File: src/rtl/adc_touch_pkg.sv
// Constants, types and register layout of the converter and touch-panel control.
// Operation
// - Axis select 00, no auto: plain conversion on chosen channel into X result.
// - Axis select 01: convert X, store X result, pulse conversion done.
// - Axis select 10: convert Y, store Y result, pulse conversion done.
// - X conversion: X-plus to supply, X-minus grounded, Y-plus to input 5.
// - Y conversion: X-plus to input 7, Y-plus to supply, Y-minus grounded.
// - Auto sequence: X then Y into both results, one done pulse after both.
// - Axis select 11: wait for stylus down, then pulse touch interrupt.
// - Stylus wait: X-plus pull-up on, Y-minus grounded; channel stays as selected.
// - Standby halts conversions; both results keep their last values.
// - Control bit 15 reads end of conversion: cleared at start, set as each result is stored.
// - Conversion clock is core clock over N+1, running only when enabled.
// - Bits 5 to 3 pick analog input 0 to 7; 7 is the X-plus pad.
// - Start-by-read set: a result read while idle starts a new conversion.
// - Writing start bit begins a conversion, self-clears; ignored under start-by-read.
// - Touch bit 7 drives the Y-minus ground switch output.
// - Touch bit 6 drives the active-low Y-plus supply switch; resets to 1.
// - Touch bit 5 drives the X-minus ground switch output.
// - Touch bit 4 drives the active-low X-plus supply switch; resets to 1.
// - Touch bit 3 is the active-low X-plus pull-up switch; resets to 1.
// - Touch bit 2 is auto sequence; bits 1 to 0 are axis select.
// - Each conversion lasts five conversion clock cycles.
// - Each result is ten bits, at bits 9 to 0 of its register.
// - Delay value sets settling before axis conversion and touch interrupt spacing.
package adc_touch_pkg;

    localparam logic [31:0] OFF_CONTROL = 32'h5800_0000;
    localparam logic [31:0] OFF_TOUCH = 32'h5800_0004;
    localparam logic [31:0] OFF_DELAY = 32'h5800_0008;
    localparam logic [31:0] OFF_RESULT0 = 32'h5800_000C;
    localparam logic [31:0] OFF_RESULT1 = 32'h5800_0010;

    // Control register fields.
    localparam int CTL_END_FLAG = 15;
    localparam int CTL_DIV_EN = 14;
    localparam int CTL_DIV_HI = 13;
    localparam int CTL_DIV_LO = 6;
    localparam int CTL_CHAN_HI = 5;
    localparam int CTL_CHAN_LO = 3;
    localparam int CTL_STANDBY = 2;
    localparam int CTL_READ_START = 1;
    localparam int CTL_START = 0;

    // Touch control fields.
    localparam int TS_AUTO = 2;
    localparam int TS_AXIS_HI = 1;
    localparam int TS_AXIS_LO = 0;

    // Result register fields.
    localparam int RES_UPDOWN = 15;
    localparam int RES_AUTO = 14;
    localparam int RES_AXIS_HI = 13;
    localparam int RES_AXIS_LO = 12;
    localparam int RESULT_W = 10;

    localparam logic [15:0] CONTROL_RESET = 16'h3FC4;
    localparam logic [7:0] TOUCH_RESET = 8'h58;
    localparam logic [15:0] DELAY_RESET = 16'h00FF;

    localparam logic [1:0] AXIS_NONE = 2'h0;
    localparam logic [1:0] AXIS_X = 2'h1;
    localparam logic [1:0] AXIS_Y = 2'h2;
    localparam logic [1:0] AXIS_WAIT = 2'h3;

    localparam logic [2:0] CHAN_Y_PLUS = 3'h5;
    localparam logic [2:0] CHAN_X_PLUS = 3'h7;

    // Conversion length in conversion clock ticks.
    localparam logic [2:0] CONV_TICKS = 3'h5;

    // Pad switch word: {y_minus, y_plus_n, x_minus, x_plus_n, pullup_n}.
    localparam logic [4:0] PADS_X = 5'h0D;
    localparam logic [4:0] PADS_Y = 5'h13;
    localparam logic [4:0] PADS_WAIT = 5'h1A;

    typedef enum logic [1:0] {ST_IDLE, ST_SETTLE, ST_CONVERT} seq_state_t;
    typedef enum logic [1:0] {PH_NORMAL, PH_X, PH_Y} phase_t;

endpackage

File: src/rtl/adc_touch_screen_control.sv
// Register slave, prescaler, conversion sequencer and pad switch control.
//
// Implementation choice: the Wishbone register port.
`timescale 1ns/1ps
module adc_touch_screen_control
    import adc_touch_pkg::*;
(
    input wire logic core_clk_i,
    input wire logic resetn_i,
    input wire logic ce_i,
    input wire logic wb_cyc_i,
    input wire logic wb_stb_i,
    input wire logic wb_we_i,
    input wire logic [31:0] wb_adr_i,
    input wire logic [3:0] wb_sel_i,
    input wire logic [31:0] wb_dat_i,
    output logic [31:0] wb_dat_o,
    output logic wb_ack_o,
    input wire logic [RESULT_W-1:0] adc_data_i,
    input wire logic stylus_down_i,
    output logic adc_start_o,
    output logic adc_clk_tick_o,
    output logic [2:0] adc_channel_o,
    output logic adc_standby_o,
    output logic y_minus_ground_out_o,
    output logic y_plus_drive_out_n_o,
    output logic x_minus_ground_out_o,
    output logic x_plus_drive_out_n_o,
    output logic x_pullup_out_n_o,
    output logic conversion_done_irq_o,
    output logic stylus_touch_irq_o
);

    typedef struct packed {
        logic ack;
        logic [31:0] rdata;
        logic divider_enable;
        logic [7:0] divider_value;
        logic [2:0] channel_select;
        logic standby_select;
        logic read_start;
        logic start_bit;
        logic conversion_end_flag;
        logic [7:0] touch_pad_control;
        logic [15:0] settle_delay;
        logic [RESULT_W-1:0] x_result_field;
        logic [RESULT_W-1:0] y_result_field;
        seq_state_t state;
        phase_t phase;
        logic auto_run;
        logic [15:0] wait_cnt;
        logic [2:0] tick_cnt;
        logic [7:0] div_cnt;
        logic tick;
        logic conv_start;
        logic done_irq;
        logic touch_irq;
        logic [15:0] touch_cnt;
        logic [4:0] pads;
        logic [2:0] channel_out;
    } state_t;

    localparam state_t RESET_STATE = '{
        ack: 1'b0,
        rdata: 32'h0000_0000,
        divider_enable: CONTROL_RESET[CTL_DIV_EN],
        divider_value: CONTROL_RESET[CTL_DIV_HI:CTL_DIV_LO],
        channel_select: CONTROL_RESET[CTL_CHAN_HI:CTL_CHAN_LO],
        standby_select: CONTROL_RESET[CTL_STANDBY],
        read_start: CONTROL_RESET[CTL_READ_START],
        start_bit: CONTROL_RESET[CTL_START],
        conversion_end_flag: CONTROL_RESET[CTL_END_FLAG],
        touch_pad_control: TOUCH_RESET,
        settle_delay: DELAY_RESET,
        x_result_field: '0,
        y_result_field: '0,
        state: ST_IDLE,
        phase: PH_NORMAL,
        auto_run: 1'b0,
        wait_cnt: 16'h0000,
        tick_cnt: 3'h0,
        div_cnt: 8'h00,
        tick: 1'b0,
        conv_start: 1'b0,
        done_irq: 1'b0,
        touch_irq: 1'b0,
        touch_cnt: 16'h0000,
        pads: TOUCH_RESET[7:3],
        channel_out: CONTROL_RESET[CTL_CHAN_HI:CTL_CHAN_LO]
    };

    state_t s;
    state_t next_s;

    // Builds a result register word; the axis fields echo the live mode.
    function automatic logic [31:0] result_word(
        input logic [RESULT_W-1:0] value,
        input logic [7:0] tsc,
        input logic stylus
    );
        logic [31:0] w;
        w = 32'h0000_0000;
        w[RES_UPDOWN] = ~stylus;
        w[RES_AUTO] = tsc[TS_AUTO];
        w[RES_AXIS_HI:RES_AXIS_LO] = tsc[TS_AXIS_HI:TS_AXIS_LO];
        w[RESULT_W-1:0] = value;
        return w;
    endfunction

    // Decoded request, mode and delay terms of the current cycle.
    logic bus_req;
    logic bus_wr;
    logic bus_rd;
    logic read_start_evt;
    logic start_req;
    logic [1:0] axis;
    logic auto_seq;
    logic [15:0] delay_load;

    // Next-state logic. The sequencer runs before the bus writes so that a
    // start bit written in the cycle it self-clears is kept, not lost.
    always_comb begin
        next_s = s;
        // Every pulse output defaults low and lasts one enabled cycle.
        next_s.ack = 1'b0;
        next_s.conv_start = 1'b0;
        next_s.done_irq = 1'b0;
        next_s.touch_irq = 1'b0;
        next_s.tick = 1'b0;

        bus_req = wb_cyc_i & wb_stb_i & ~s.ack;
        bus_wr = bus_req & wb_we_i;
        bus_rd = bus_req & ~wb_we_i;
        axis = s.touch_pad_control[TS_AXIS_HI:TS_AXIS_LO];
        auto_seq = s.touch_pad_control[TS_AUTO];
        // A zero delay would never count down cleanly, so it acts as one.
        delay_load = (s.settle_delay == 16'h0000) ? 16'h0001 : s.settle_delay;

        // Only a result read restarts; control or touch reads never do.
        read_start_evt = bus_rd & s.read_start
            & (wb_adr_i == OFF_RESULT0 | wb_adr_i == OFF_RESULT1);
        start_req = s.read_start ? read_start_evt : s.start_bit;

        // Prescaler: one tick every N+1 core cycles, cleared to zero while disabled.
        if (s.divider_enable) begin
            if (s.div_cnt == s.divider_value) begin
                next_s.div_cnt = 8'h00;
                next_s.tick = 1'b1;
            end else begin
                next_s.div_cnt = s.div_cnt + 8'h01;
            end
        end else begin
            next_s.div_cnt = 8'h00;
        end

        // Conversion sequencer.
        unique case (s.state)
            ST_IDLE: begin
                if (start_req && !s.standby_select) begin
                    next_s.start_bit = 1'b0;
                    next_s.conversion_end_flag = 1'b0;
                    next_s.auto_run = auto_seq && axis == AXIS_NONE;
                    if ((auto_seq && axis == AXIS_NONE) || axis == AXIS_X) begin
                        next_s.phase = PH_X;
                        next_s.state = ST_SETTLE;
                        next_s.wait_cnt = delay_load;
                    end else if (axis == AXIS_Y) begin
                        next_s.phase = PH_Y;
                        next_s.state = ST_SETTLE;
                        next_s.wait_cnt = delay_load;
                    end else begin
                        next_s.phase = PH_NORMAL;
                        next_s.state = ST_CONVERT;
                        next_s.conv_start = 1'b1;
                        next_s.tick_cnt = 3'h0;
                    end
                end
            end
            ST_SETTLE: begin
                // Pads already follow the axis, so the panel settles here.
                if (s.standby_select) begin
                    next_s.state = ST_IDLE;
                end else if (s.wait_cnt <= 16'h0001) begin
                    next_s.state = ST_CONVERT;
                    next_s.conv_start = 1'b1;
                    next_s.tick_cnt = 3'h0;
                end else begin
                    next_s.wait_cnt = s.wait_cnt - 16'h0001;
                end
            end
            ST_CONVERT: begin
                if (s.standby_select) begin
                    // Aborted conversions write nothing; results stay put.
                    next_s.state = ST_IDLE;
                end else if (s.tick) begin
                    // The fifth tick samples the converter result.
                    if (s.tick_cnt == CONV_TICKS - 3'h1) begin
                        if (s.phase == PH_Y) begin
                            next_s.y_result_field = adc_data_i;
                        end else begin
                            next_s.x_result_field = adc_data_i;
                        end
                        next_s.conversion_end_flag = 1'b1;
                        if (s.auto_run && s.phase == PH_X) begin
                            next_s.phase = PH_Y;
                            next_s.state = ST_SETTLE;
                            next_s.wait_cnt = delay_load;
                        end else begin
                            next_s.done_irq = 1'b1;
                            next_s.auto_run = 1'b0;
                            next_s.state = ST_IDLE;
                        end
                    end else begin
                        next_s.tick_cnt = s.tick_cnt + 3'h1;
                    end
                end
            end
        endcase

        // Stylus wait: one touch pulse, then a gap of the delay value.
        // A stylus that stays down thus repeats the pulse at that interval.
        if (axis == AXIS_WAIT && !s.standby_select) begin
            if (s.touch_cnt != 16'h0000) begin
                next_s.touch_cnt = s.touch_cnt - 16'h0001;
            end else if (stylus_down_i) begin
                next_s.touch_irq = 1'b1;
                next_s.touch_cnt = delay_load;
            end
        end else begin
            next_s.touch_cnt = 16'h0000;
        end

        // Pad switches follow the touch bits unless an axis phase or the
        // stylus wait owns them.
        if (s.state != ST_IDLE && s.phase == PH_X) begin
            next_s.pads = PADS_X;
            next_s.channel_out = CHAN_Y_PLUS;
        end else if (s.state != ST_IDLE && s.phase == PH_Y) begin
            next_s.pads = PADS_Y;
            next_s.channel_out = CHAN_X_PLUS;
        end else if (s.state == ST_IDLE && axis == AXIS_WAIT) begin
            next_s.pads = PADS_WAIT;
            next_s.channel_out = s.channel_select;
        end else begin
            next_s.pads = s.touch_pad_control[7:3];
            next_s.channel_out = s.channel_select;
        end

        // Bus reads: registered data, answered one cycle after the strobe.
        if (bus_req) begin
            next_s.ack = 1'b1;
        end
        if (bus_rd) begin
            // Unmapped addresses read zero but are still answered.
            unique case (wb_adr_i)
                OFF_CONTROL: begin
                    next_s.rdata = 32'h0000_0000;
                    next_s.rdata[CTL_END_FLAG] = s.conversion_end_flag;
                    next_s.rdata[CTL_DIV_EN] = s.divider_enable;
                    next_s.rdata[CTL_DIV_HI:CTL_DIV_LO] = s.divider_value;
                    next_s.rdata[CTL_CHAN_HI:CTL_CHAN_LO] = s.channel_select;
                    next_s.rdata[CTL_STANDBY] = s.standby_select;
                    next_s.rdata[CTL_READ_START] = s.read_start;
                    next_s.rdata[CTL_START] = s.start_bit;
                end
                OFF_TOUCH: begin
                    next_s.rdata = {24'h00_0000, s.touch_pad_control};
                end
                OFF_DELAY: begin
                    next_s.rdata = {16'h0000, s.settle_delay};
                end
                OFF_RESULT0: begin
                    next_s.rdata = result_word(s.x_result_field,
                        s.touch_pad_control, stylus_down_i);
                end
                OFF_RESULT1: begin
                    next_s.rdata = result_word(s.y_result_field,
                        s.touch_pad_control, stylus_down_i);
                end
                default: begin
                    next_s.rdata = 32'h0000_0000;
                end
            endcase
        end

        // Bus writes, byte lane by byte lane; result registers are read only.
        // A byte lane left unselected keeps its old contents.
        if (bus_wr) begin
            if (wb_adr_i == OFF_CONTROL) begin
                if (wb_sel_i[0]) begin
                    next_s.divider_value[1:0] = wb_dat_i[7:6];
                    next_s.channel_select =
                        wb_dat_i[CTL_CHAN_HI:CTL_CHAN_LO];
                    next_s.standby_select = wb_dat_i[CTL_STANDBY];
                    next_s.read_start = wb_dat_i[CTL_READ_START];
                    if (wb_dat_i[CTL_START]) begin
                        next_s.start_bit = 1'b1;
                    end
                end
                if (wb_sel_i[1]) begin
                    next_s.divider_value[7:2] = wb_dat_i[13:8];
                    next_s.divider_enable = wb_dat_i[CTL_DIV_EN];
                end
            end
            if (wb_adr_i == OFF_TOUCH && wb_sel_i[0]) begin
                next_s.touch_pad_control = wb_dat_i[7:0];
            end
            if (wb_adr_i == OFF_DELAY) begin
                if (wb_sel_i[0]) begin
                    next_s.settle_delay[7:0] = wb_dat_i[7:0];
                end
                if (wb_sel_i[1]) begin
                    next_s.settle_delay[15:8] = wb_dat_i[15:8];
                end
            end
        end
    end

    // State register; a low clock enable freezes everything.
    always_ff @(posedge core_clk_i) begin
        if (!resetn_i) begin
            s <= RESET_STATE;
        end else if (ce_i) begin
            s <= next_s;
        end
    end

    // Every output comes straight from a field of the state register.
    assign wb_dat_o = s.rdata;
    assign wb_ack_o = s.ack;
    assign adc_start_o = s.conv_start;
    assign adc_clk_tick_o = s.tick;
    assign adc_channel_o = s.channel_out;
    assign adc_standby_o = s.standby_select;
    // Pad word order is y-minus, y-plus, x-minus, x-plus, pull-up.
    assign y_minus_ground_out_o = s.pads[4];
    assign y_plus_drive_out_n_o = s.pads[3];
    assign x_minus_ground_out_o = s.pads[2];
    assign x_plus_drive_out_n_o = s.pads[1];
    assign x_pullup_out_n_o = s.pads[0];
    assign conversion_done_irq_o = s.done_irq;
    assign stylus_touch_irq_o = s.touch_irq;

endmodule

File: config.mk
export PLATFORM = sky130hd
export DESIGN_NAME = adc_touch_screen_control
export DESIGN_NICKNAME = d
export VERILOG_FILES = /design/src/rtl/adc_touch_pkg.sv /design/src/rtl/adc_touch_screen_control.sv
export SDC_FILE = /design/constraint.sdc
export NUM_CORES = 1
export LEC_CHECK = 0
export BUFFER_PORTS_ARGS = -buffer_cell sky130_fd_sc_hd__buf_2
export CAP_MARGIN = 10
export CORE_MARGIN = 5
export CORE_UTILIZATION = 40
export CTS_CLUSTER_DIAMETER = 100
export DETAILED_ROUTE_END_ITERATION = 8
export SYNTH_ARGS = -nofsm -noshare
export SYNTH_HDL_FRONTEND = slang
export SYNTH_SLANG_ARGS = --single-unit
File: constraint.sdc
create_clock -name core_clk_i -period 3 [get_ports core_clk_i]
set_input_delay 0.3 -clock core_clk_i [delete_from_list [all_inputs] [get_ports core_clk_i]]
set_output_delay 0.3 -clock core_clk_i [all_outputs]
set_load 0.05 [all_outputs]
==> Word-level counts from Yosys, hierarchy flattened <==
Index checks and enable logic that the tools add are counted.
Widths: inputs -> output; s select.
{ "totals": {"register_bits": 153, "input_bits": 85, "out_inout_bits": 46, "word_cells": 168} }
{ "classes": {"addsub": 4, "order_cmp": 1, "n_eq_ne": 31, "n_mux": 61, "bitwise": 12, "n_reduce_logical": 31} }
{ "op_table": {"columns": ["cell", "count"], "rows": [
  ["$eq 32x31->1 const B", 5],
  ["$mux 16", 7],
  ["$pmux 16 s5", 1],
  ["$pmux 19 s3", 1],
  ["$mux 24", 2],
  ["$mux 8", 5],
  ["$sub 16x1->16 const B", 2],
  ["$mux 1", 26],
  ["$ne 2x2->1 const B", 12],
  ["$mux 22", 1],
  ["$mux 21", 1],
  ["$mux 19", 1],
  ["$reduce_and 6->1", 3],
  ["$reduce_and 9->1", 2],
  ["$mux 17", 1],
  ["$le 16x1->1 const B", 1],
  ["$logic_not 16->1", 1],
  ["$reduce_and 4->1", 4],
  ["$reduce_bool 16->1", 1],
  ["$reduce_and 7->1", 2],
  ["$mux 3", 4],
  ["$ne 3x3->1 const B", 4],
  ["$mux 2", 5],
  ["$add 8x1->8 const B", 1],
  ["other kinds (21)", 47]
]} }

==> Depth between registers and ports, before layout <==
Gate-level depths: netlist (run 1).
{ "logic_depth": {"word_depth": 13, "mapped_depth": 10, "mapped_depth_nobuf": 8} }

==> Least setup slack after synthesis (run 1) <==
Ideal clock, no wire load.
{ "synth_timing": {"kind": "register to register", "from": "register s, in the netlist wb_ack_o", "to": "register s[100] (netlist bit)", "setup_ps": 129, "arrival_time_ps": 2149, "required_ps": 2871, "setup_slack_ps": 721, "path_stages_with_launch": 9, "path_buffers": 2, "period_less_slack_ps": 2279, "cell_sequence": "dfxtp_1 and3b_1 and3_1 nor4bb_1 clkbuf_1 nand3b_1 clkbuf_1 mux2i_1 nand2_1"} }
{ "synth_between": {"elab_chain_len": 4} }
{ "synth_rtl": {"columns": ["element", "line", "text"], "rows": [
  ["from (decl)", "adc_touch_screen_control.sv:92", "state_t s;"],
  ["from (signal assigned)", "adc_touch_screen_control.sv:324", "s <= next_s;"],
  ["$not 1->1", "adc_touch_screen_control.sv:131", "bus_req = wb_cyc_i & wb_stb_i & ~s.ack;"],
  ["$and 1x1->1", "adc_touch_screen_control.sv:131", null],
  ["$and 1x1->1", "adc_touch_screen_control.sv:132", "bus_wr = bus_req & wb_we_i;"],
  ["$reduce_and 3->1 (no line)", null, null]
]} }
Every way passes these cells.
A chain may end at the register's enable or synchronous reset.

==> Final worst setup path (run 1) <==
{ "layout_timing": {"from": "register s[39] (netlist bit)", "to": "register s[49] (netlist bit)"} }
{ "layout_between": {"elab_chain_len": 4, "elab_cells_between_ends": 7, "cone_classes": "1 x add/sub; 1 x order compare; 1 x eq/ne; 3 x mux; 1 x reduce/logical"} }
{ "layout_rtl": {"columns": ["element", "line", "text"], "rows": [
  ["$sub 16x1->16", "adc_touch_screen_control.sv:188", "next_s.wait_cnt = s.wait_cnt - 16'h0001;"],
  ["$mux 16", "adc_touch_screen_control.sv:183", "end else if (s.wait_cnt <= 16'h0001) begin"],
  ["$mux 19", "adc_touch_screen_control.sv:181", "if (s.standby_select) begin"],
  ["$pmux 19 s3", "adc_touch_screen_control.sv:157", "unique case (s.state)"]
]} }
Several ways; a longest one is shown, not always the timed one. The select of a mux whose other input is x is not followed.

==> results.tsv, run 1 <==
stage	metric	value	unit
drt	vias	6739	
pwr	power.share.clock	48.8	%
floorplanning	coreArea	17900	µm²
sta	setup_tns	0	ns
synth	ys.warnings.count	0	
worst_setup_path	r2r-start	s[39]	
drt	drtPass1Iterations	6	
worst_hold_path	min_path_cells	3	
cts	htree_levels	4	
floorplanning	die-width	145	µm
synth	ys_ff_latch	137	
worst_hold_path	hold_path.startpoint	wb_dat_i[11]	
sta	worst_pin_slew	0.674	ns
placement	gp_congestion	0.833	
layout	drive_gt1_share	18.8	%
floorplanning	initial_core_util	40.6	%
drt	drtIter0Drc	628	
sta	layout_setup_ws	0.500	ns
sta	max_slew_margin	54.6	%
floorplanning	die_area	21000	µm²
layout	n_fill_cell	1741	
synth	synth.distinct_cells	73	
cts	worst_skew_pair.late_latency	0.42	ns
drt	vias_per_cell	5.75	
cts	clock_sinks	137	
synth	synthArstFlopShare	0	%
pwr	power_frac_seq	40.9	%
worst_setup_path	required	3.29	ns
layout	final_common_cell	dfxtp_1	
worst_hold_path	hold_end	s[116]	
sta	maxSlewViolCount	0	
cts	clockBufferDepth	2	
drt	met1_length	9.88	mm
synth	yosysSeqAreaShare	37.7	%
drt	routed.top_layer	met4	
sta	setup_viol	0	
worst_setup_path	crit_fanout	8	
sta	clock_skew	0.00698	ns
cts	clk_pin_slew	0.06	ns
layout	area_growth	16.1	%
placement	dp_hpwl	15.6	mm
global_routing	grt_first_pass_wirelength	34.1	mm
cts	cts_tree	done	
sta	fin_crit_sh	83.3	%
floorplanning	ios	131	
sta	period_needed	2.50	ns
pwr	p_sw	1.17	mW
placement	dpl-instance-area	7820	µm²
synth	avgSynthCellArea	8.41	µm²
cts	cts_resized	0	
drt	wl_per_cell	18.5	µm
global_routing	grt_overflow_total	0	
run	maxCapViolCount	0	
status	status	finished, final reports clean	
floorplanning	die_height	145	µm
pwr	powerDensity	536	nW/µm²
pwr	leakage	3.41	nW
cts	root_buffer	clkbuf_16	
global_routing	grt_max_degree	33	
global_routing	grt_usage	20.9	%
sta	rsz0062_at_grt	no	
pwr	share_comb_of_total_power	10.3	%
layout	stdcell_area	8440	µm²
worst_setup_path	r2r_cells	8	
synth	synth_cells	864	
placement	io_buffers	96	
worst_setup_path	start_kind	flop	
worst_setup_path	path_class	flop to flop	
worst_setup_path	rr_endpoint	s[49]	
worst_setup_path	cp.arrival	2.79	ns
pwr	swShare	25.9	%
worst_setup_path	r2r_slack	0.50	ns
synth	synth_ff_type	dfxtp_1	
layout	fin_nets	1025	
synth	synth_edf_count	0	
layout	final_cell_mix	dfxtp_1 (137), nor2_1 (103), buf_2 (96)	
layout	utilization	47.1	%
drt	route.met3.wl	1.66	mm
placement	pre_cts_slack	0.383	ns
drt	ant_nets	0	
floorplanning	rows	49	
drt	routed-wl-met2	9.74	mm
drt	routed_wl	21.7	mm
synth	syn_area	7270	µm²
worst_hold_path	hold_class	primary input to flop	
layout	diodes	0	
sta	hold_viol	0	
layout	multi_input_area	4050	µm²
sta	max_freq	400	MHz
global_routing	first_global_vias	6222	
global_routing	antenna_found_initial	0	
worst_setup_path	crit_path_end_kind	flop	
drt	drc_errors	0	
pwr	ir_worst_vdd	0.000433	V
cts	postCtsSetupBuffers	0	
cts	cts_buffers	17	
pwr	p_int	3.35	mW
layout	final-seq-area	2740	µm²
cts	postCtsHoldBufs	0	
-- metrics by stage --
| stage | hold WS [ns] | total power, mW | std cells |
|---|---|---|---|
| final | 0.109 | 4.52 | 1172 |
| after global routing | 0.101 | 4.68 | 1172 |
| after CTS | 0.0960 | 4.55 | 1172 |
| after detailed placement | 0.459 | 2.35 | 1140 |
| after global placement | 0.446 | 2.35 | 1140 |
| after floorplan | 0.425 | 2.23 | 879 |
-- power groups by stage --
stage | clock network, mW | registers, mW | logic, mW
floorplan | 0 | 1.89 | 0.334
global placement | 0 | 1.89 | 0.464
detailed placement | 0 | 1.89 | 0.464
CTS | 2.23 | 1.85 | 0.466
global route | 2.33 | 1.85 | 0.506
finish | 2.21 | 1.85 | 0.468
-- cell families (layout without fill, tap and decap cells) --
| logic type | after synthesis | after routing | share of synthesized area, % |
|---|---|---|---|
| AOI/OAI and AO/OA | 221 | 221 | 20.1 |
| xor gates and xnor gates | 24 | 24 | 2.89 |
| adders and majority gates | 10 | 10 | 1.72 |
| buffers and inverters | 107 | 171 | 7.51 |
| DFF | 137 | 137 | 37.7 |
| muxes | 59 | 59 | 9.56 |
| other | 1 | 16 | 0.0516 |
| and+or+nand+nor | 305 | 305 | 20.4 |
-- Yosys cell counts, types with 10 or more instances --
cell type / number / area (µm²)
clkbuf_1: 44 / 165
nor3_1: 21 / 105
nor2_1: 103 / 387
a21oi_1: 45 / 225
a22oi_1: 15 / 113
o31ai_1: 11 / 82.6
buf_4: 36 / 270
nand4_1: 13 / 81.3
xnor2_1: 16 / 140
o311ai_0: 10 / 87.6
a31oi_1: 10 / 62.6
nand3_1: 30 / 150
inv_1: 14 / 52.6
dfxtp_1: 137 / 2740
o21ai_0: 54 / 270
mux2i_1: 48 / 480
nand2_1: 67 / 251
ha_1: 10 / 125
nor4_1: 16 / 100
-- worst max-delay path by stage --
| stage | end | from |
|---|---|---|
| floorplan | s[100] | wb_ack_o |
| global placement | s[99] | wb_adr_i[21] |
| detailed placement | s[38] | wb_adr_i[21] |
| CTS | s[44] | s[39] |
| global route | s[44] | s[39] |
| finish | s[49] | s[39] |
-- cell type report --
class	count	share of cell area, %
Sequential cell	137	32.5
Timing Repair Buffer	123	8.10
Multi-Input combinational cell	635	47.9
Tap cell	229	3.40
Clock buffer	21	5.46
Clock inverter	11	1.90
Inverter	16	0.712
-- registers in the layout, summed over array words and instances (netlist names) --
register	count
adc_channel_o	3
s	104
wb_dat_o	16
y_minus_ground_out_o	1
conversion_done_irq_o	1
x_pullup_out_n_o	1
x_minus_ground_out_o	1
stylus_touch_irq_o	1
y_plus_drive_out_n_o	1
adc_standby_o	1
x_plus_drive_out_n_o	1
auto_seq	1
adc_clk_tick_o	1
axis	2
adc_start_o	1
wb_ack_o	1
-- worst max-delay path: stages, from the launching register on --
cell	delay [ns]
dfxtp_1	0.36
inv_1	0.10
ha_1	0.32
or4b_2	0.67
nor3_1	0.22
xnor2_1	0.14
nor2_1	0.05
a2111oi_0	0.42
nor3_1	0.07
-- routing by layer --
layer	vias up	GRT usage (%)
li1	3247	-
met1	3192	29.3
met2	266	31.9
met3	34	4.67
met4	0	6.73
met5	-	0
(Power assumes the default switching activity.)
==> inputs of run 2 (changes only) <==
==> constraint.sdc (replaced) <==
create_clock -name core_clk_i -period 2.25 [get_ports core_clk_i]
set_input_delay 0.225 -clock core_clk_i [delete_from_list [all_inputs] [get_ports core_clk_i]]
set_output_delay 0.225 -clock core_clk_i [all_outputs]
set_load 0.05 [all_outputs]
==> run 2 against run 1 <==
Net effect:
- cell count rose by 3.5%
- worst setup slack got worse by 0.42 ns
- critical endpoint unchanged
- sequential share of layout area fell by 1.1 points
- clock-buffer cell count fell by 2
- sequential cell count did not move
- routed wire length rose by 4.4%
==> results.tsv, run 2 (synthesis results as in run 1) <==
stage	metric	value	unit	change
layout	final_common_cell	dfxtp_1		unchanged
cts	clockBufferDepth	2		unchanged
global_routing	grt_first_pass_wirelength	35.1	mm	was 34.1 mm
sta	clock_skew	0.00932	ns	was 0.00698 ns
worst_setup_path	critical_path.startpoint	s[39]		unchanged
global_routing	use_met1	30.2	%	was 29.3%
worst_setup_path	rr_endpoint	s[49]		unchanged
worst_setup_path	r2r_slack	0.08	ns	was 0.50 ns
sta	fin_crit_sh	96.3	%	was 83.3%
drt	wl_per_cell	18.7	µm	was 18.5 µm
worst_setup_path	required	2.55	ns	was 3.29 ns
cts	clk_pin_slew	0.06	ns	about the same
run	maxCapViolCount	0		unchanged
layout	finalNonFillerCells	1213		was 1172
sta	maxSlewViolCount	0		unchanged
cts	clock_sinks	137		unchanged
global_routing	grt_util_met3	4.04	%	was 4.67%
worst_setup_path	setup.worst_path.end	s[49]		unchanged
floorplanning	die_area	21000	µm²	unchanged
sta	rsz0062_at_grt	yes		was no
placement	io_buffers	96		unchanged
drt	vias_per_cell	5.75		about the same
sta	max_freq	462	MHz	was 400 MHz
worst_setup_path	path_class	flop to flop		unchanged
worst_setup_path	cp.arrival	2.47	ns	was 2.79 ns
layout	utilization	48.7	%	was 47.1%
floorplanning	initial_core_util	40.6	%	unchanged
drt	drtIter0Drc	632		was 628
global_routing	top_usage_layer	met2		unchanged
cts	worst_skew_pair.late_latency	0.43	ns	was 0.42 ns
worst_setup_path	start_kind	flop		unchanged
pwr	ir_worst_vdd	0.000583	V	was 0.000433 V
floorplanning	ios	131		unchanged
drt	drtPass1Iterations	5		was 6
sta	setup_viol	0		unchanged
worst_setup_path	crit_fanout	2		was 8
sta	max_slew_margin	63.4	%	was 54.6%
cts	root_buffer	clkbuf_16		unchanged
global_routing	first_global_vias	6544		was 6222
placement	dp_hpwl	16.7	mm	was 15.6 mm
floorplanning	die_height	145	µm	unchanged
layout	top_register	s		unchanged
floorplanning	rows	49		unchanged
cts	htree_levels	4		unchanged
layout	fin_nets	1066		was 1025
global_routing	grtUsageMet2	33.3	%	was 31.9%
drt	routed_wl	22.6	mm	was 21.7 mm
sta	hold_viol	0		unchanged
sta	period_needed	2.17	ns	was 2.50 ns
layout	diodes	0		unchanged
worst_setup_path	crit_path_end_kind	flop		unchanged
drt	vias	6974		was 6739
placement	dpl.cell_count	1181		was 1140
worst_setup_path	r2r-start	s[39]		unchanged
layout	drive_gt1_share	22.7	%	was 18.8%
sta	layout_setup_ws	0.0843	ns	was 0.500 ns
worst_hold_path	hold_class	primary input to flop		unchanged
layout	n_fill_cell	1770		was 1741
placement	gp_congestion	0.880		was 0.833
layout	final_cell_mix	dfxtp_1 (136), nor2_1 (103), buf_2 (96)		was dfxtp_1 (137), nor2_1 (103), buf_2 (96)
status	status	finished, final reports clean		unchanged
global_routing	grt_overflow_total	0		unchanged
cts	postCtsHoldBufs	0		unchanged
pwr	powerDensity	667	nW/µm²	was 536 nW/µm²
floorplanning	coreArea	17900	µm²	unchanged
pwr	power	5.82	mW	was 4.52 mW
pwr	leakage	3.60	nW	was 3.41 nW
worst_setup_path	r2r_cells	8		unchanged
drt	ant_nets	0		unchanged
placement	pre_cts_slack	0.0451	ns	was 0.383 ns
global_routing	antenna_found_initial	0		unchanged
sta	setup_tns	0	ns	unchanged
drt	drc_errors	0		unchanged
global_routing	grt_max_degree	56		was 33
sta	worst_pin_slew	0.542	ns	was 0.674 ns
layout	area_growth	20.1	%	was 16.1%
floorplanning	die-width	145	µm	unchanged
cts	cts_buffers	17		unchanged
global_routing	grt_usage	21.7	%	was 20.9%
cts	cts_tree	done		unchanged
layout	largest_reg_flops	104		unchanged
==> run 2: changes by cell type in the layout (fill, tap and decap cells not counted), moves of 2 or more <==
cell | previous run | this run
clkinv_2 | 0 | 3
buf_4 | 27 | 67
o311ai_0 | 10 | 6
o311ai_1 | 0 | 4
clkinvlp_4 | 0 | 2
bufinv_16 | 3 | 1
==> run 2: metal layers <==
layer	wire (µm)	vias to the layer above	share of wire [%]
li1	-	3327	-
met1	10300	3348	46
met2	10100	265	45
met3	1650	34	7.3
met4	521	0	2.3
met5	0	-	0
==> run 2: how the worst min path moves through the flow <==
stage / slack, ns / start / endpoint / cells past startpoint
floorplan: 0.35 / wb_dat_i[4] / s[100] / 2
global route: 0.03 / wb_dat_i[9] / s[114] / 3
CTS: 0.01 / wb_dat_i[10] / s[115] / 3
global placement: 0.45 / s[17] / s[17] / 2
finish: 0.03 / wb_dat_i[10] / s[115] / 3
detailed placement: 0.46 / s[20] / s[20] / 2
==> run 2: cell type report <==
cell class              count  area (µm²)  area share (%)
clock buffers              19         443            5.08
clock inverters            13         121            1.39
inverters                  16        60.1           0.688
multi-input cells         635        4070            46.6
flip-flops and latches    137        2740            31.4
well taps                 229         287            3.28
repair buffers            164        1000            11.5
==> run 2: repair_timing <==
item                       CTS  global route
setup endpoints to repair    0            17
buffers inserted             0             0
gates resized for setup      0             9
==> run 2: stage by stage <==
step,area (µm²),hold slack (ns)
final,8730,0.0302
after global routing,8730,0.0307
after CTS,8700,0.0137
after detailed placement,8140,0.456
after global placement,8140,0.447
after floorplan,7320,0.350
==> run 2: where the power goes <==
| part | switching [mW] | internal [mW] | total [mW] |
|---|---|---|---|
| registers | 0.0154 | 2.45 | 2.46 |
| clock network | 1.11 | 1.56 | 2.67 |
| logic | 0.448 | 0.239 | 0.687 |
==> run 2: critical path: stages (launching register included) <==
cell,delay (ns)
dfxtp_1,0.32
inv_1,0.08
ha_1,0.20
or4b_2,0.62
nor3_1,0.20
xnor2_1,0.14
nor2_1,0.06
a2111oi_2,0.36
nor3_1,0.07
==> inputs of run 3 (changes only) <==
--- a/config.mk
+++ b/config.mk
@@ -8,9 +8,10 @@
 export BUFFER_PORTS_ARGS = -buffer_cell sky130_fd_sc_hd__buf_2
 export CAP_MARGIN = 10
 export CORE_MARGIN = 5
-export CORE_UTILIZATION = 40
+export CORE_UTILIZATION = 51
 export CTS_CLUSTER_DIAMETER = 100
 export DETAILED_ROUTE_END_ITERATION = 8
+export PLACE_DENSITY = 0.77
 export SYNTH_ARGS = -nofsm -noshare
 export SYNTH_HDL_FRONTEND = slang
 export SYNTH_SLANG_ARGS = --single-unit
==> run 3 against run 2 <==
Net effect:
- sequential power is essentially flat
- worst setup slack better by 0.020 ns
- non-clock buffer count is 6 lower
- cell area is 0.66% lower
- clock power rose by 4%
- largest cell class unchanged
- sequential share of layout area grew 0.21 points
==> results.tsv, run 3 (synthesis results as in run 1) <==
stage	metric	value	unit	change
status	status	finished, final reports clean		unchanged
global_routing	grt_first_pass_wirelength	34.9	mm	was 35.1 mm
drt	drc_errors	0		unchanged
layout	diodes	0		unchanged
worst_setup_path	crit_fanout	3		was 2
global_routing	first_global_vias	6813		was 6544
cts	clockBufferDepth	2		unchanged
placement	dpl.cell_count	1125		was 1181
sta	maxSlewViolCount	0		unchanged
floorplanning	initial_core_util	52.1	%	was 40.6%
cts	clock_sinks	137		unchanged
pwr	power	5.91	mW	was 5.82 mW
layout	finalNonFillerCells	1158		was 1213
drt	drtIter0Drc	648		was 632
layout	top_register	s		unchanged
cts	clk_pin_slew	0.06	ns	about the same
layout	utilization	62.2	%	was 48.7%
layout	final_common_cell	dfxtp_1		unchanged
global_routing	grt_overflow_total	0		unchanged
layout	drive_gt1_share	22.4	%	was 22.7%
pwr	powerDensity	682	nW/µm²	was 667 nW/µm²
sta	period_needed	2.15	ns	was 2.17 ns
sta	worst_pin_slew	0.559	ns	was 0.542 ns
cts	htree_levels	4		unchanged
run	maxCapViolCount	0		unchanged
drt	drtPass1Iterations	5		unchanged
worst_hold_path	hold_class	primary input to flop		unchanged
cts	worst_skew_pair.late_latency	0.43	ns	about the same
sta	hold_viol	0		unchanged
placement	gp_congestion	0.889		was 0.880
floorplanning	die_height	129	µm	was 145 µm
pwr	leakage	3.57	nW	was 3.60 nW
global_routing	antenna_found_initial	0		unchanged
sta	fin_crit_sh	95.4	%	was 96.3%
drt	ant_nets	0		unchanged
sta	whs	0.0204	ns	was 0.0302 ns
cts	root_buffer	clkbuf_16		unchanged
pwr	ir_worst_vdd	0.000504	V	was 0.000583 V
cts	cts_buffers	17		unchanged
layout	final_cell_mix	dfxtp_1 (136), nor2_1 (102), buf_2 (96)		was dfxtp_1 (136), nor2_1 (103), buf_2 (96)
cts	cts_tree	done		unchanged
worst_setup_path	required	2.55	ns	about the same
floorplanning	coreArea	13900	µm²	was 17900 µm²
floorplanning	ios	131		unchanged
worst_setup_path	path_class	flop to flop		unchanged
placement	io_buffers	96		unchanged
global_routing	grt_max_degree	35		was 56
sta	rsz0062_at_grt	yes		unchanged
worst_hold_path	min_path_cells	3		unchanged
worst_setup_path	r2r_cells	8		unchanged
floorplanning	die_area	16700	µm²	was 21000 µm²
drt	wl_per_cell	19.2	µm	was 18.7 µm
floorplanning	die-width	129	µm	was 145 µm
sta	setup_tns	0	ns	unchanged
sta	max_slew_margin	62.7	%	was 63.4%
drt	vias	7167		was 6974
sta	clock_skew	0.00946	ns	was 0.00932 ns
drt	routed_wl	22.2	mm	was 22.6 mm
floorplanning	rows	43		was 49
sta	setup_viol	0		unchanged
layout	fin_nets	1060		was 1066
layout	area_growth	19.3	%	was 20.1%
layout	largest_reg_flops	104		unchanged
worst_setup_path	crit_path_end_kind	flop		unchanged
worst_setup_path	cp.arrival	2.45	ns	was 2.47 ns
worst_setup_path	start_kind	flop		unchanged
sta	max_freq	466	MHz	was 462 MHz
drt	vias_per_cell	6.19		was 5.75
placement	dp_hpwl	15.6	mm	was 16.7 mm
global_routing	grt_usage	26.3	%	was 21.7%
cts	postCtsHoldBufs	0		unchanged
run 3: cell types whose count changed in the layout (fill, tap and decap cells not counted), moves of 2 or more:
cell,change
clkinv_2,-2
o311ai_1,-4
clkinvlp_4,+3
o311ai_0,+4
buf_4,-8
run 3: final timing paths:
kind | slack [ns] | start | end
min reg2reg | 0.46 | adc_channel_o[1] | adc_channel_o[1]
max | 0.10 | s[39] | s[49]
max reg2reg | 0.10 | s[39] | s[49]
min | 0.02 | wb_dat_i[10] | s[115]
run 3: critical path, cell delays in order, from the launching register on:
cell and delay (ns):
dfxtp_1 0.31, inv_1 0.07, ha_1 0.16, or4b_2 0.67, nor3_2 0.16, xnor2_1 0.14, nor2_1 0.07, a2111oi_2 0.37
nor3_1 0.07
run 3: cell type report:
| cell class | count | area [µm²] |
|---|---|---|
| well taps | 180 | 225 |
| clock buffers | 19 | 443 |
| repair buffers | 158 | 975 |
| clock inverters | 13 | 146 |
| fillers | 1177 | 5270 |
| flip-flops and latches | 137 | 2740 |
| inverters | 16 | 60.1 |
| multi-input cells | 635 | 4080 |
run 3: metrics by stage:
| stage | setup slack [ns] | instance area [µm²] |
|---|---|---|
| 2_1_floorplan | 0.0417 | 7320 |
| 3_3_place_gp | 0.123 | 8020 |
| 3_5_place_dp | 0.0804 | 8020 |
| 4_1_cts | 0.0142 | 8610 |
| 5_1_grt | -0.00734 | 8670 |
| 6_report | 0.104 | 8670 |
run 3: repair_timing:
item | in CTS | in global routing
endpoints found under the hold margin | 0 | 0
cloned | 0 | 0
buffers inserted | 0 | 1
resized for setup | 1 | 8
setup endpoints to repair | 1 | 23
pin swaps | 0 | 1
run 3: layer usage:
metal / global-route usage (%) / wire [µm] / vias up
li1: - / - / 3319
met1: 34.6 / 8890 / 3414
met2: 42.8 / 10300 / 381
met3: 5.77 / 2460 / 53
met4: 9.33 / 518 / 0
met5: 0 / 0 / -
run 3: power by group:
part,leakage [nW],internal [mW],switching [mW]
clock network,0.272,1.67,1.11
registers,1.11,2.45,0.0157
logic,2.20,0.229,0.445
